**src/pss_defines.svh**
```systemverilog
// Function
// (RL1) Every submessage opens with a kind octet, a flags octet and a 16-bit length.
// (RL2) Kind codes 0x00 to 0x7F are classed as protocol-defined kinds.
// (RL3) Protocol kinds decode to the fifteen fixed codes from PAD to HEARTBEAT_FRAG.
// (RL4) Kind codes 0x80 to 0xFF are vendor kinds read under the current vendor id.
// (RL5) Flags bit 0 picks the byte order: zero big-endian, one little-endian.
// (RL6) Flag bits unused by a kind are sent as zero and ignored on receipt.
// (RL7) A nonzero length spans contents to the next header, or the message rest.
// (RL8) A zero length on a kind other than PAD or INFO_TS makes it the last one.
// (RL9) A zero length on PAD or INFO_TS puts the next header right after this one.
// (RL10) On AckNack flag bit 1 set means no reply, clear means a reply is owed.
// (RL11) On NoKeyData flag bits 1 and 2 are inline-QoS and data-present.
// (RL12) NoKeyData carries the inline QoS list only while its inline-QoS flag is set.
// (RL13) NoKeyData carries the serialized data only while its data flag is set.
// (RL14) The compact IPv4 locator is a 32-bit address then a 32-bit port.
// (RL15) Each primitive field sits at an offset that is a multiple of its size.
// (RL16) A length pointing past the message end flags it malformed and stops the walk.
// (RL17) The length field is read in the byte order of its own header's flags.
`ifndef PSS_DEFINES_SVH
`define PSS_DEFINES_SVH
// Submessage kind codes
`define PSS_K_PAD        8'h01
`define PSS_K_DATA       8'h02
`define PSS_K_NOKEY      8'h03
`define PSS_K_ACKNACK    8'h06
`define PSS_K_HEARTBEAT  8'h07
`define PSS_K_GAP        8'h08
`define PSS_K_INFO_TS    8'h09
`define PSS_K_INFO_SRC   8'h0C
`define PSS_K_REPLY_IP4  8'h0D
`define PSS_K_INFO_DST   8'h0E
`define PSS_K_INFO_REPLY 8'h0F
`define PSS_K_DATA_FRAG  8'h10
`define PSS_K_NOKEY_FRAG 8'h11
`define PSS_K_NACK_FRAG  8'h12
`define PSS_K_HB_FRAG    8'h13
`define PSS_K_PROTO_MAX  8'h7F
// Flag bit positions
`define PSS_FLG_E 0
`define PSS_FLG_F 1
`define PSS_FLG_Q 1
`define PSS_FLG_D 2
// Used-flag masks per kind
`define PSS_M_DATA  8'h1F
`define PSS_M_EQD   8'h07
`define PSS_M_EQ    8'h03
`define PSS_M_E     8'h01
`define PSS_M_ALL   8'hFF
// Sizes and reset values
`define PSS_HDR_LAST 2'h3
`define PSS_LOC_OCT  4'h8
`define PSS_RST_RDY  1'b1
`endif

```
**src/pss_pkg.sv**
```systemverilog
package pss_pkg;
   // Walk states
   typedef enum logic [2:0] {
      S_IDLE  = 3'b000,
      S_HDR   = 3'b001,
      S_BODY  = 3'b010,
      S_EMIT  = 3'b011,
      S_DRAIN = 3'b100
   } pss_state_e;
   // One decoded submessage
   typedef struct packed {
      logic [15:0] vendor_id;
      logic [7:0]  kind;
      logic [7:0]  flags;
      logic [15:0] octets;
      logic        little_e;
      logic        proto_kind;
      logic        vendor_kind;
      logic        known_kind;
      logic        final_sub;
      logic        reply_req;
      logic        inline_qos;
      logic        data_present;
      logic        loc_valid;
      logic [31:0] loc_addr;
      logic [31:0] loc_port;
   } pss_rec_s;
endpackage

```
**src/pss_rec_if.sv**
```systemverilog
`timescale 1ns/1ps
interface pss_rec_if;
   logic              valid;
   logic              ready;
   pss_pkg::pss_rec_s data;
   modport src (output valid, output data, input ready);
   modport snk (input valid, input data, output ready);
endinterface

```
**src/pss_buf2.sv**
```systemverilog
`timescale 1ns/1ps
module pss_buf2 (
   // Clock and reset
   input  wire logic        clk_sys_i,
   input  wire logic        reset_i,
   // Fill side
   pss_rec_if.snk           in_if,
   // Drain side
   output logic             out_valid_o,
   input  wire logic        out_ready_i,
   output pss_pkg::pss_rec_s out_rec_o
);
   logic              skid_v_r;
   pss_pkg::pss_rec_s skid_r;
   logic              push;
   logic              pop;
   // Ready only while the spare slot is free
   assign in_if.ready = !skid_v_r;
   assign push        = in_if.valid && !skid_v_r;
   assign pop         = out_valid_o && out_ready_i;
   // Head entry, presented from its register
   always_ff @(posedge clk_sys_i or posedge reset_i)
   begin
      if (reset_i)
      begin
         out_valid_o <= 1'b0;
         out_rec_o   <= '0;
      end
      else if (!out_valid_o || pop)
      begin
         out_valid_o <= skid_v_r || push;
         out_rec_o   <= skid_v_r ? skid_r : in_if.data;
      end
   end
   // Spare entry, filled when the head stalls
   always_ff @(posedge clk_sys_i or posedge reset_i)
   begin
      if (reset_i)
      begin
         skid_v_r <= 1'b0;
         skid_r   <= '0;
      end
      else if (skid_v_r && pop)
         skid_v_r <= 1'b0;
      else if (push && out_valid_o && !pop)
      begin
         skid_v_r <= 1'b1;
         skid_r   <= in_if.data;
      end
   end
endmodule

```
**src/pss_kind_decode.sv**
```systemverilog
`timescale 1ns/1ps
`include "pss_defines.svh"
module pss_kind_decode (
   // Header octets
   input  wire logic [7:0] kind_i,
   input  wire logic [7:0] flags_i,
   // Classification
   output logic            proto_o,
   output logic            vendor_o,
   output logic            known_o,
   output logic [7:0]      flags_o
);
   logic [7:0] mask;
   // Kind range split
   assign proto_o  = kind_i <= `PSS_K_PROTO_MAX; // RL2
   assign vendor_o = !proto_o;                   // RL4
   // Known codes and the flag bits they use
   always_comb
   begin
      known_o = 1'b1;
      mask    = `PSS_M_ALL;
      case (kind_i) // RL3
         `PSS_K_DATA:       mask = `PSS_M_DATA;
         `PSS_K_NOKEY:      mask = `PSS_M_EQD;
         `PSS_K_DATA_FRAG:  mask = `PSS_M_EQD;
         `PSS_K_ACKNACK:    mask = `PSS_M_EQ;
         `PSS_K_NOKEY_FRAG: mask = `PSS_M_EQ;
         `PSS_K_GAP:        mask = `PSS_M_E;
         `PSS_K_PAD, `PSS_K_HEARTBEAT, `PSS_K_INFO_TS, `PSS_K_INFO_SRC,
         `PSS_K_REPLY_IP4, `PSS_K_INFO_DST, `PSS_K_INFO_REPLY,
         `PSS_K_NACK_FRAG, `PSS_K_HB_FRAG: mask = `PSS_M_ALL;
         default:           known_o = 1'b0;
      endcase
   end
   // Unused bits ignored
   assign flags_o = flags_i & mask; // RL6
endmodule

```
**src/pss_parser.sv**
```systemverilog
`timescale 1ns/1ps
`include "pss_defines.svh"
module pss_parser #(
   parameter int LEN_W = 32
) (
   // Clock and reset
   input  wire logic             clk_sys_i,
   input  wire logic             reset_i,
   // Submessage byte stream in
   input  wire logic             msg_start_i,
   input  wire logic [LEN_W-1:0] msg_len_i,
   input  wire logic [15:0]      vendor_id_i,
   input  wire logic             byte_valid_i,
   input  wire logic [7:0]       byte_i,
   output logic                  byte_ready_o,
   // Decoded submessages out
   output logic                  sub_valid_o,
   input  wire logic             sub_ready_i,
   output pss_pkg::pss_rec_s     sub_rec_o,
   // Per-message status
   output logic                  malformed_o,
   output logic                  align_err_o,
   output logic                  msg_done_o
);

   // Lengths below 17 bits cannot hold a message past 64k
   if (LEN_W < 17)
   begin : g_len_chk
      $error("pss_parser: LEN_W must be at least 17");
   end

   // CDR unsigned short in the chosen byte order
   function automatic logic [15:0] cdr16(input logic le,
                                         input logic [7:0] b0,
                                         input logic [7:0] b1);
      cdr16 = le ? {b1, b0} : {b0, b1};
   endfunction

   // CDR unsigned long in the chosen byte order
   function automatic logic [31:0] cdr32(input logic le,
                                         input logic [7:0] b0,
                                         input logic [7:0] b1,
                                         input logic [7:0] b2,
                                         input logic [7:0] b3);
      cdr32 = le ? {b3, b2, b1, b0} : {b0, b1, b2, b3};
   endfunction

   pss_pkg::pss_state_e state_r;
   pss_pkg::pss_state_e state_nxt;

   logic             take;
   logic             hdr_last;
   logic [LEN_W-1:0] msg_len_r;
   logic [LEN_W-1:0] pos_r;
   logic [LEN_W-1:0] body_r;
   logic [1:0]       hidx_r;
   logic [7:0]       hb_r [0:2];
   logic [3:0]       bidx_r;
   logic [7:0]       loc_r [0:7];
   logic [7:0]       kind_r;
   logic [7:0]       flags_r;
   logic [15:0]      octets_r;
   logic             final_r;
   logic [15:0]      vid_r;

   // Header evaluation on its fourth octet
   logic [15:0]      h_len;
   logic [LEN_W-1:0] h_len_w;
   logic [LEN_W-1:0] h_pos;
   logic [LEN_W-1:0] h_rem;
   logic [LEN_W-1:0] h_body;
   logic [LEN_W-1:0] h_next;
   logic             h_over;
   logic             h_zero_ok;
   logic             h_bad;
   logic             h_final;
   logic             h_misalign;

   // Decoder results for the stored header
   logic             d_proto;
   logic             d_vendor;
   logic             d_known;
   logic [7:0]       d_flags;
   logic             le;

   pss_rec_if rec_if ();

   // Byte handshake
   assign take     = byte_valid_i && byte_ready_o;
   assign hdr_last = (state_r == pss_pkg::S_HDR)
                     && (hidx_r == `PSS_HDR_LAST) && take; // RL1

   // Length in the header's own byte order
   assign h_len     = cdr16(hb_r[1][`PSS_FLG_E], hb_r[2], byte_i); // RL17
   assign h_len_w   = LEN_W'(h_len);
   assign h_pos     = pos_r + LEN_W'(1);
   assign h_over    = h_pos > msg_len_r;
   assign h_rem     = msg_len_r - h_pos;
   assign h_zero_ok = (hb_r[0] == `PSS_K_PAD)
                      || (hb_r[0] == `PSS_K_INFO_TS);
   assign h_next    = h_pos + h_body;

   // Where the next header starts, and whether this is the last one
   always_comb
   begin
      h_bad   = 1'b0;
      h_final = 1'b0;
      h_body  = '0;
      if (h_over)
         h_bad = 1'b1; // RL16
      else if (h_len != 16'h0000)
      begin
         if (h_len_w > h_rem)
            h_bad = 1'b1; // RL16
         else
         begin
            h_body  = h_len_w;           // RL7
            h_final = (h_len_w == h_rem); // RL7
         end
      end
      else if (!h_zero_ok)
      begin
         h_body  = h_rem; // RL8
         h_final = 1'b1;  // RL8
      end
      else
         h_final = (h_rem == '0); // RL9
   end

   // Next header must land on a word boundary
   assign h_misalign = !h_bad && !h_final
                       && (h_next[1:0] != 2'h0); // RL15

   // Walk sequencing
   always_comb
   begin
      state_nxt = state_r;
      case (state_r)
         pss_pkg::S_IDLE:
            if (take && msg_start_i)
               state_nxt = pss_pkg::S_HDR;
         pss_pkg::S_HDR:
            if (hdr_last)
            begin
               if (h_bad)
                  state_nxt = (h_over || h_rem == '0) ? pss_pkg::S_IDLE
                                                      : pss_pkg::S_DRAIN;
               else if (h_body != '0)
                  state_nxt = pss_pkg::S_BODY;
               else
                  state_nxt = pss_pkg::S_EMIT; // RL9
            end
         pss_pkg::S_BODY:
            if (take && body_r == LEN_W'(1))
               state_nxt = pss_pkg::S_EMIT;
         pss_pkg::S_EMIT:
            if (rec_if.ready)
               state_nxt = final_r ? pss_pkg::S_IDLE : pss_pkg::S_HDR;
         pss_pkg::S_DRAIN:
            if (take && h_pos >= msg_len_r)
               state_nxt = pss_pkg::S_IDLE; // RL16
         default:
            state_nxt = pss_pkg::S_IDLE;
      endcase
   end

   // State register
   always_ff @(posedge clk_sys_i or posedge reset_i)
   begin
      if (reset_i)
         state_r <= pss_pkg::S_IDLE;
      else
         state_r <= state_nxt;
   end

   // Stall the stream while a record waits for the buffer
   always_ff @(posedge clk_sys_i or posedge reset_i)
   begin
      if (reset_i)
         byte_ready_o <= `PSS_RST_RDY;
      else
         byte_ready_o <= (state_nxt != pss_pkg::S_EMIT);
   end

   // Message length, vendor id and octet position
   always_ff @(posedge clk_sys_i or posedge reset_i)
   begin
      if (reset_i)
      begin
         msg_len_r <= '0;
         pos_r     <= '0;
         vid_r     <= 16'h0000;
      end
      else if (state_r == pss_pkg::S_IDLE)
      begin
         if (take && msg_start_i)
         begin
            msg_len_r <= msg_len_i;
            pos_r     <= LEN_W'(1);
            vid_r     <= vendor_id_i; // RL4
         end
      end
      else if (take)
         pos_r <= h_pos;
   end

   // Header octet collection
   always_ff @(posedge clk_sys_i or posedge reset_i)
   begin
      if (reset_i)
      begin
         hidx_r <= 2'h0;
         hb_r   <= '{default: 8'h00};
      end
      else if (take && (state_r == pss_pkg::S_IDLE) && msg_start_i)
      begin
         hb_r[0] <= byte_i;
         hidx_r  <= 2'h1;
      end
      else if (take && (state_r == pss_pkg::S_HDR))
      begin
         if (hidx_r != `PSS_HDR_LAST)
            hb_r[hidx_r] <= byte_i; // RL1
         hidx_r <= hidx_r + 2'h1;
      end
   end

   // Latched header fields for the record
   always_ff @(posedge clk_sys_i or posedge reset_i)
   begin
      if (reset_i)
      begin
         kind_r   <= 8'h00;
         flags_r  <= 8'h00;
         octets_r <= 16'h0000;
         final_r  <= 1'b0;
      end
      else if (hdr_last)
      begin
         kind_r   <= hb_r[0];
         flags_r  <= hb_r[1];
         octets_r <= h_len;
         final_r  <= h_final;
      end
   end

   // Contents countdown and locator capture
   always_ff @(posedge clk_sys_i or posedge reset_i)
   begin
      if (reset_i)
      begin
         body_r <= '0;
         bidx_r <= 4'h0;
         loc_r  <= '{default: 8'h00};
      end
      else if (hdr_last)
      begin
         body_r <= h_body;
         bidx_r <= 4'h0;
      end
      else if (take && (state_r == pss_pkg::S_BODY))
      begin
         body_r <= body_r - LEN_W'(1);
         if (bidx_r != `PSS_LOC_OCT)
         begin
            loc_r[bidx_r[2:0]] <= byte_i; // RL14
            bidx_r             <= bidx_r + 4'h1;
         end
      end
   end

   // Malformed flag, cleared when the next message starts
   always_ff @(posedge clk_sys_i or posedge reset_i)
   begin
      if (reset_i)
         malformed_o <= 1'b0;
      else if (hdr_last && h_bad)
         malformed_o <= 1'b1; // RL16
      else if (take && (state_r == pss_pkg::S_IDLE) && msg_start_i)
         malformed_o <= 1'b0;
   end

   // Misaligned next header flag, same lifetime
   always_ff @(posedge clk_sys_i or posedge reset_i)
   begin
      if (reset_i)
         align_err_o <= 1'b0;
      else if (hdr_last && h_misalign)
         align_err_o <= 1'b1; // RL15
      else if (take && (state_r == pss_pkg::S_IDLE) && msg_start_i)
         align_err_o <= 1'b0;
   end

   // One-cycle pulse as the walk of a message ends
   always_ff @(posedge clk_sys_i or posedge reset_i)
   begin
      if (reset_i)
         msg_done_o <= 1'b0;
      else
         msg_done_o <= (state_r != pss_pkg::S_IDLE)
                       && (state_nxt == pss_pkg::S_IDLE);
   end

   // Kind classification and unused flag masking
   pss_kind_decode u_dec (
      .kind_i   (kind_r),
      .flags_i  (flags_r),
      .proto_o  (d_proto),
      .vendor_o (d_vendor),
      .known_o  (d_known),
      .flags_o  (d_flags)
   );

   assign le = flags_r[`PSS_FLG_E]; // RL5

   // Record offered to the buffer
   assign rec_if.valid = (state_r == pss_pkg::S_EMIT);

   // Record contents
   always_comb
   begin
      rec_if.data              = '0;
      rec_if.data.vendor_id    = vid_r;
      rec_if.data.kind         = kind_r;
      rec_if.data.flags        = d_flags;  // RL6
      rec_if.data.octets       = octets_r;
      rec_if.data.little_e     = le;       // RL5
      rec_if.data.proto_kind   = d_proto;  // RL2
      rec_if.data.vendor_kind  = d_vendor; // RL4
      rec_if.data.known_kind   = d_known;  // RL3
      rec_if.data.final_sub    = final_r;
      rec_if.data.reply_req    = (kind_r == `PSS_K_ACKNACK)
                                 && !flags_r[`PSS_FLG_F]; // RL10
      rec_if.data.inline_qos   = (kind_r == `PSS_K_NOKEY)
                                 && flags_r[`PSS_FLG_Q]; // RL11 RL12
      rec_if.data.data_present = (kind_r == `PSS_K_NOKEY)
                                 && flags_r[`PSS_FLG_D]; // RL11 RL13
      rec_if.data.loc_valid    = (kind_r == `PSS_K_REPLY_IP4)
                                 && (bidx_r == `PSS_LOC_OCT); // RL14
      rec_if.data.loc_addr     = cdr32(le, loc_r[0], loc_r[1],
                                       loc_r[2], loc_r[3]); // RL14
      rec_if.data.loc_port     = cdr32(le, loc_r[4], loc_r[5],
                                       loc_r[6], loc_r[7]); // RL14
   end

   // Two-entry buffer toward the consumer
   pss_buf2 u_buf (
      .clk_sys_i   (clk_sys_i),
      .reset_i     (reset_i),
      .in_if       (rec_if.snk),
      .out_valid_o (sub_valid_o),
      .out_ready_i (sub_ready_i),
      .out_rec_o   (sub_rec_o)
   );

endmodule

```
**config.mk**
```make
export PLATFORM = sky130hd
export DESIGN_NAME = pss_parser
export DESIGN_NICKNAME = d
export VERILOG_FILES = /design/src/pss_pkg.sv /design/src/pss_rec_if.sv /design/src/pss_buf2.sv /design/src/pss_kind_decode.sv /design/src/pss_parser.sv
export VERILOG_INCLUDE_DIRS = /design/src
export SDC_FILE = /design/constraint.sdc
export NUM_CORES = 1
export LEC_CHECK = 0
export BUFFER_PORTS_ARGS = -buffer_cell sky130_fd_sc_hd__buf_2
export CAP_MARGIN = 10
export CORE_MARGIN = 8
export CORE_UTILIZATION = 35
export DETAILED_ROUTE_END_ITERATION = 6
export GPL_ROUTABILITY_DRIVEN = 0
export HOLD_SLACK_MARGIN = 0.05
export PLACE_DENSITY = 0.57
export SYNTH_ARGS = -nofsm -noshare
export SYNTH_HDL_FRONTEND = slang
export SYNTH_SLANG_ARGS = --single-unit
```
**constraint.sdc**
```tcl
create_clock -name clk_sys_i -period 25.4 [get_ports clk_sys_i]
set_input_delay 7.62 -clock clk_sys_i [delete_from_list [all_inputs] [get_ports clk_sys_i]]
set_output_delay 7.62 -clock clk_sys_i [all_outputs]
set_load 0.02 [all_outputs]
```
======== Word level (Yosys, flattened, before mapping) ========
Index checks and enable logic that the tools add are counted.
cells by class
  add/sub/neg operators ................... 6
  order comparisons ....................... 8
  eq/ne operators ......................... 29
  muxes and demuxes ....................... 51
  bitwise logic cells ..................... 6
  reduce and logical (&&, ||, !) cells .... 62
operators with widths
  kind                     number
  $mux W32                 10
  $mux W121                1
  $bwmux W64               1
  $eq A8 B4 Y1 const B     7
  $mux W24                 2
  $add A32 B1 Y32 const B  1
  $eq A16 B32 Y1           1
  $eq A32 B1 Y1 const B    1
  $eq A8 B5 Y1 const B     4
  $ge A32 B32 Y1           1
  $gt A16 B32 Y1           1
  $gt A32 B32 Y1           1
  $logic_not A32 Y1        1
  $mux W16                 2
  $pmux W8 S4              1
  $reduce_bool A32 Y1      1
  $sub A32 B1 Y32 const B  1
  $sub A32 B32 Y32         1
  $logic_and A1 B1 Y1      26
  $bwmux W24               1
  $demux W8 S3             1
  $mux W8                  3
  $mux W3                  7
  $reduce_bool A2 Y1       9
  37 further kinds         77
storage, ports and cells
  register bits after elaboration ......... 490
  output and inout port bits .............. 126

======== Longest topological paths before layout ========
  word-level depth ........................ 13
  mapped depth ............................ 28
  depth with buffers taken out ............ 25

======== Modules after synthesis ========
Synthesis repeated with hierarchy kept, for this count alone.
second synthesis, totals
  cells, all modules ...................... 2,261
  area, all modules ....................... 25,535.7 µm²
modules (own cells, without submodules)
  module           times used  cells an instance  area an instance (µm²)
  pss_parser       1           1,572              14,696.6
  pss_buf2         1           656                10,596.4
  pss_kind_decode  1           33                 242.7

======== Worst setup path before layout ========
No wires, ideal clock.
  path type ............................... in2reg
  start point ............................. in byte_i[1]
  end point ............................... reg align_err_o
  data arrival time ....................... 10,784 ps
  required time ........................... 25,306 ps
  setup slack ............................. 14,523 ps
  cell stages on the path ................. 19
  cell sequence ........................... mux2_2 -> ha_1 -> nor2b_1 -> o21a_1 -> o21ai_0 -> a21oi_1 -> o21a_1 -> o21ai_0 -> a221oi_1 -> or3_1 -> a31oi_1 -> o221a_1 -> o31a_1 -> buf_4 -> nor2b_1 -> ha_1 -> xnor2_1 -> a211oi_1 -> a221oi_2
on the way
  longest elaborated chain between the ends .. 10
RTL lines
  element                                                           line                                  RTL
  start: declaration                                                pss_parser.sv:14                      input wire logic [7:0] byte_i,
  $mux W16 (*)                                                      pss_parser.sv:36                      cdr16 = le ? {b1, b0} : {b0, b1};
  $gt A16 B32 Y1 / $eq A16 B32 Y1 (equally long branches)           pss_parser.sv:113, pss_parser.sv:118
  $mux W16 / $mux W1 (equally long branches)                        pss_parser.sv:113                     if (h_len_w > h_rem)
  $mux W32 / $mux W1 (equally long branches)                        pss_parser.sv:111                     else if (h_len != 16'h0000)
  $mux W32 / $mux W1 (equally long branches)                        pss_parser.sv:109                     if (h_over)
  $add A2 B2 Y2 / $logic_not A1 Y1 (equally long branches)          pss_parser.sv:101, pss_parser.sv:131
  $reduce_bool A2 Y1 / $logic_and A1 B1 Y1 (equally long branches)  pss_parser.sv:132, pss_parser.sv:131
  $logic_and A1 B1 Y1 (*)                                           pss_parser.sv:132                     && (h_next[1:0] != 2'h0);
  $logic_and A1 B1 Y1 (*)                                           pss_parser.sv:288                     else if (hdr_last && h_misalign)
  $mux W1 / $reduce_bool A2 Y1 (equally long branches)              --
  end signal: assignment                                            pss_parser.sv:287                     align_err_o <= 1'b0;
  end signal: assignment                                            pss_parser.sv:289                     align_err_o <= 1'b1;
  end signal: assignment                                            pss_parser.sv:291                     align_err_o <= 1'b0;
  end: declaration                                                  pss_parser.sv:22                      output logic align_err_o,
Every way passes the cells marked *; elsewhere a longest branch is shown, timed or not.
A chain may end at the register's enable or synchronous reset.

======== Worst setup path in the final report ========
  start point ............................. in byte_i[1]
  end point ............................... reg align_err_o
on the way
  longest elaborated chain between the ends .. 10
RTL lines
  element                                                           line                                  RTL
  $mux W16 (*)                                                      pss_parser.sv:36
  via h_len[1]                                                      pss_parser.sv:67                      logic [15:0] h_len;
  $gt A16 B32 Y1 / $eq A16 B32 Y1 (equally long branches)           pss_parser.sv:113, pss_parser.sv:118
  $mux W16 / $mux W1 (equally long branches)                        pss_parser.sv:113
  $mux W32 / $mux W1 (equally long branches)                        pss_parser.sv:111
  $mux W32 / $mux W1 (equally long branches)                        pss_parser.sv:109
  $add A2 B2 Y2 / $logic_not A1 Y1 (equally long branches)          pss_parser.sv:101, pss_parser.sv:131
  $reduce_bool A2 Y1 / $logic_and A1 B1 Y1 (equally long branches)  pss_parser.sv:132, pss_parser.sv:131
  $logic_and A1 B1 Y1 (*)                                           pss_parser.sv:132
  $logic_and A1 B1 Y1 (*)                                           pss_parser.sv:288
  $mux W1 / $reduce_bool A2 Y1 (equally long branches)              --
Mark *: on every way through the listed nets, which the timed path passes. The rest lies on a longest branch.

==> summary.md <==
| Metric | Value |
|---|---|
| XOR/XNOR Fraction of Synth Area | `between 4 and 5%` |
| Via count | `approximately 20000` |
| Unrepaired setup endpoints after global routing | `false` |
| Layout cells sized above 1 | `between 10% and 20%` |
| Area of the multi-input gates | `between 0.01 and 0.015 mm²` |
| Hold Violations, Final | `0` |
| Register Area | `between 0.01 and 0.015 mm²` |
| Dominant synthesized flop cell | `dfrtp_1` |
| Pwr per Cell Area | `~110 mW/mm²` |
| Required @ worst endpoint | `~26 ns` |
| H-tree levels | `2` |
| Setup crit start kind | `primary input` |
| Initial Util | `around a third` |
| Syn avg cell area | `9.755 µm²` |
| Wire per inst | `approximately 19 µm` |
| Final Skew | `between 0.03 and 0.04 ns` |
| Synth Area in Adders | `about 2.3%` |
| Antenna violations before repair | `2` |
| Peak Freq | `about 89 MHz` |
| Clock Sinks | `488` |
| Synthesis-stage register bit count | `roughly 500` |
| Most frequent cell after synthesis | `dfrtp_1` |
| Final Cycle Share | `between 40% and 50%` |
| CP peak stage delay | `roughly 0.48 ns` |
| Leak pwr | `approximately 14 nW` |
| Maxcap violations | `0` |
| Critical path's slowest cell | `o31a_1` |
| Cell row count | `between 90 and 100` |
| PortBufs | `about 190` |
| Yosys warns | `0` |
| # hold bufs at CTS | `0` |
| Post-Syn Area | `around 0.026 mm²` |
| Worst-Skew Late Latency | `0.62 ns` |
| Root buffer cell | `clkbuf_16` |
| Crit path time final | `11.20 ns` |
| Simple-gate share of the synthesized area | `about 17%` |
| Synth Area in Compound Gates | `around 11%` |
| CTS tree | `built` |
| CP top delay family | `compound AO/OA/AOI/OAI gates` |
| Number of flops mapped to enable cells by yosys | `0` |
| Final WL | `70460 µm` |
| Peak supply drop | `about 57 µV` |
| Die area | `between 0.08 and 0.09 mm²` |
| Die Span Y | `approximately 290 µm` |
| TNS Setup | `0 ns` |
| Core area | `roughly 0.073 mm²` |
| Asr flop ratio synth | `between 90% and 100%` |
| Setup crit end kind | `register` |
| Min-Delay Path Class | `register to register` |
| Initial DRC count | `about 1500` |
| Growth of design area from synthesis to finish | `13.86%` |
| Crit path kind | `primary input to register` |
| Largest net degree at the start of global routing | `between 150 and 200` |
| Gr usage total | `16.81%` |
| Router iterations before antenna repair | `5` |
| Final setup vio count | `0` |
| CP Cell Sequence | `buf_2, mux2_2, ha_1, nor2b_1, o21a_1, o21ai_0, a21oi_1, o21a_1, o21ai_0, a221oi_1, or3_1, a31oi_1, o221a_1, o31a_1, nor2b_1, ha_1, xnor2_1, a211oi_1, a221oi_2` |
| Combinational family with the most area after synthesis | `simple AND/OR/NAND/NOR gates` |
| IO Count | `about 190` |
| Mux contribution to synthesized area | `between 10% and 20%` |
| Count of unique library cells instantiated by Yosys | `93` |
| Synth cell count leaders | `487 x dfrtp_1, 485 x nand2_1, 208 x nor2_1` |
| Overall Power | `3.311 mW` |
| DRC Markers | `0` |
| Post-synth top area share | `between 40% and 50%` |
| Total CTS buffers | `55` |
| Worst Path Max Fanout | `14` |
| Non-Filler Instances | `between 3000 and 4000` |
| Met1 Track Usage GR | `a little under a quarter` |
| Number of global-route vias before repair | `between 20000 and 25000` |
| Finished Core Util | `40.11%` |
| Met3 Usage GRT | `between 2 and 3%` |
| Detail Route Antenna Nets | `0` |
| Sequential element share of the synthesized area | `a little under half` |
| Final HPWL DP | `around 49000 µm` |
| Clock Pin Slew Worst Setup and Hold Paths | `approximately 0.06 ns` |
| Synth area leader | `dfrtp_1` |
| Post-synth net total | `around 2700` |
| Syn Inst Count | `around 2600` |
| Pins Over Slew Limit | `0` |
| Fillers | `~7000` |
| Die width | `about 290 µm` |
| Maximum root-to-sink buffer count | `3` |
| CTS resizes | `0` |
| GR Overflow Total | `0` |
| Rel. slew slack | `30.22%` |
| First-pass GRT wire length | `~110000 µm` |
| GR Util met2 | `between 20% and 30%` |
| Placed cell count | `3625` |
| Global route hottest layer | `met2` |
| Critical path arrival | `11.73 ns` |
| Worst-Margin Slew | `approximately 1.0 ns` |
| Post-DR vias/cell | `5.290` |
| Buf/Inv on CP | `1` |
| Nets | `about 2800` |
| Top cells by area, synth | `dfrtp_1 48%, mux2_2 8.6%, nand2_1 7.1%, mux2i_1 5.9%, nor2_1 3.0%` |
| Outcome | `completed` |
| Number of setup buffers added after CTS | `0` |
## cell usage in the layout (no fill, tap or decap), types with 28 or more instances in the layout
cell | synthesis | layout
nand2_1 | 485 | 485
dfrtp_1 | 487 | 485
nor2_1 | 208 | 207
mux2_2 | 195 | 195
buf_2 | 10 | 186
a21oi_1 | 153 | 153
o21ai_0 | 151 | 151
mux2i_1 | 150 | 150
inv_1 | 68 | 67
xnor2_1 | 61 | 61
clkbuf_16 | 0 | 55
nand3_1 | 45 | 43
ha_1 | 41 | 41
nor4_1 | 28 | 28
## metal layers
metal  wire (µm)  share of wire [%]
met5           0                  0
met4        1710                2.4
met3        3683                5.2
met2       33030                 47
met1       32030                 45
## through the flow
step	setup slack (ns)	hold WS [ns]	cell area, µm²
6_report	14.20	0.4651	29170
5_1_grt	13.97	0.4960	29160
4_1_cts	14.34	0.4674	29160
3_5_place_dp	13.70	0.4511	27310
3_3_place_gp	13.75	0.4487	27310
2_1_floorplan	4.162	0.4331	25620
## logic make-up after synthesis
kind of cell    count (synthesis)
flops                         488
compound gates                461
xor+xnor                       99
simple gates                  948
buf+inv                       237
mux                           345
fa+ha+maj                      48
## worst min-delay path: stages (launching register included)
cell and delay [ns]:
dfrtp_1 0.34, nand2_1 0.05, nand2_1 0.05
## area by class of cell
cell class                 count  share of cell area [%]
timing repair buffer         209                   3.826
tap                          959                   4.114
clock inverter                18                  0.6048
multi-input combinational   1901                   42.90
inverter                      68                  0.9008
antenna                        3                 0.02574
clock buffer                  84                   5.744
sequential                   488                   41.89
## flip-flops by register name (all words and copies together), names as in the netlist, 3 cells and up
name and flops:
state_r 3, octets_r 16, u_buf.out_rec_o 120, msg_len_r 32
body_r 32, flags_r 8, kind_r 8, pos_r 32
bidx_r 4, loc_r 64, vid_r 16, u_buf.skid_r 120
hb_r 24
## power breakdown
part	switching (mW)	internal (mW)	leakage (nW)
logic	0.818	0.537	6.22
registers	0.188	0.967	6.51
clock network	0.335	0.466	0.920
## final timing paths
check / slack (ns) / start / to / depth (start not counted)
setup reg to reg: 18.45 / pos_r[3] / align_err_o / 22
min in group asynchronous: 7.09 / reset_i / u_buf.skid_r[115] / 2
max in group asynchronous: 16.10 / reset_i / pos_r[30] / 4
setup / recovery: 14.20 / byte_i[1] / align_err_o / 19
hold / removal: 0.47 / hb_r[11] / flags_r[3] / 2
hold reg to reg: 0.47 / hb_r[11] / flags_r[3] / 2
No activity file was read; power rests on OpenSTA's default activity.
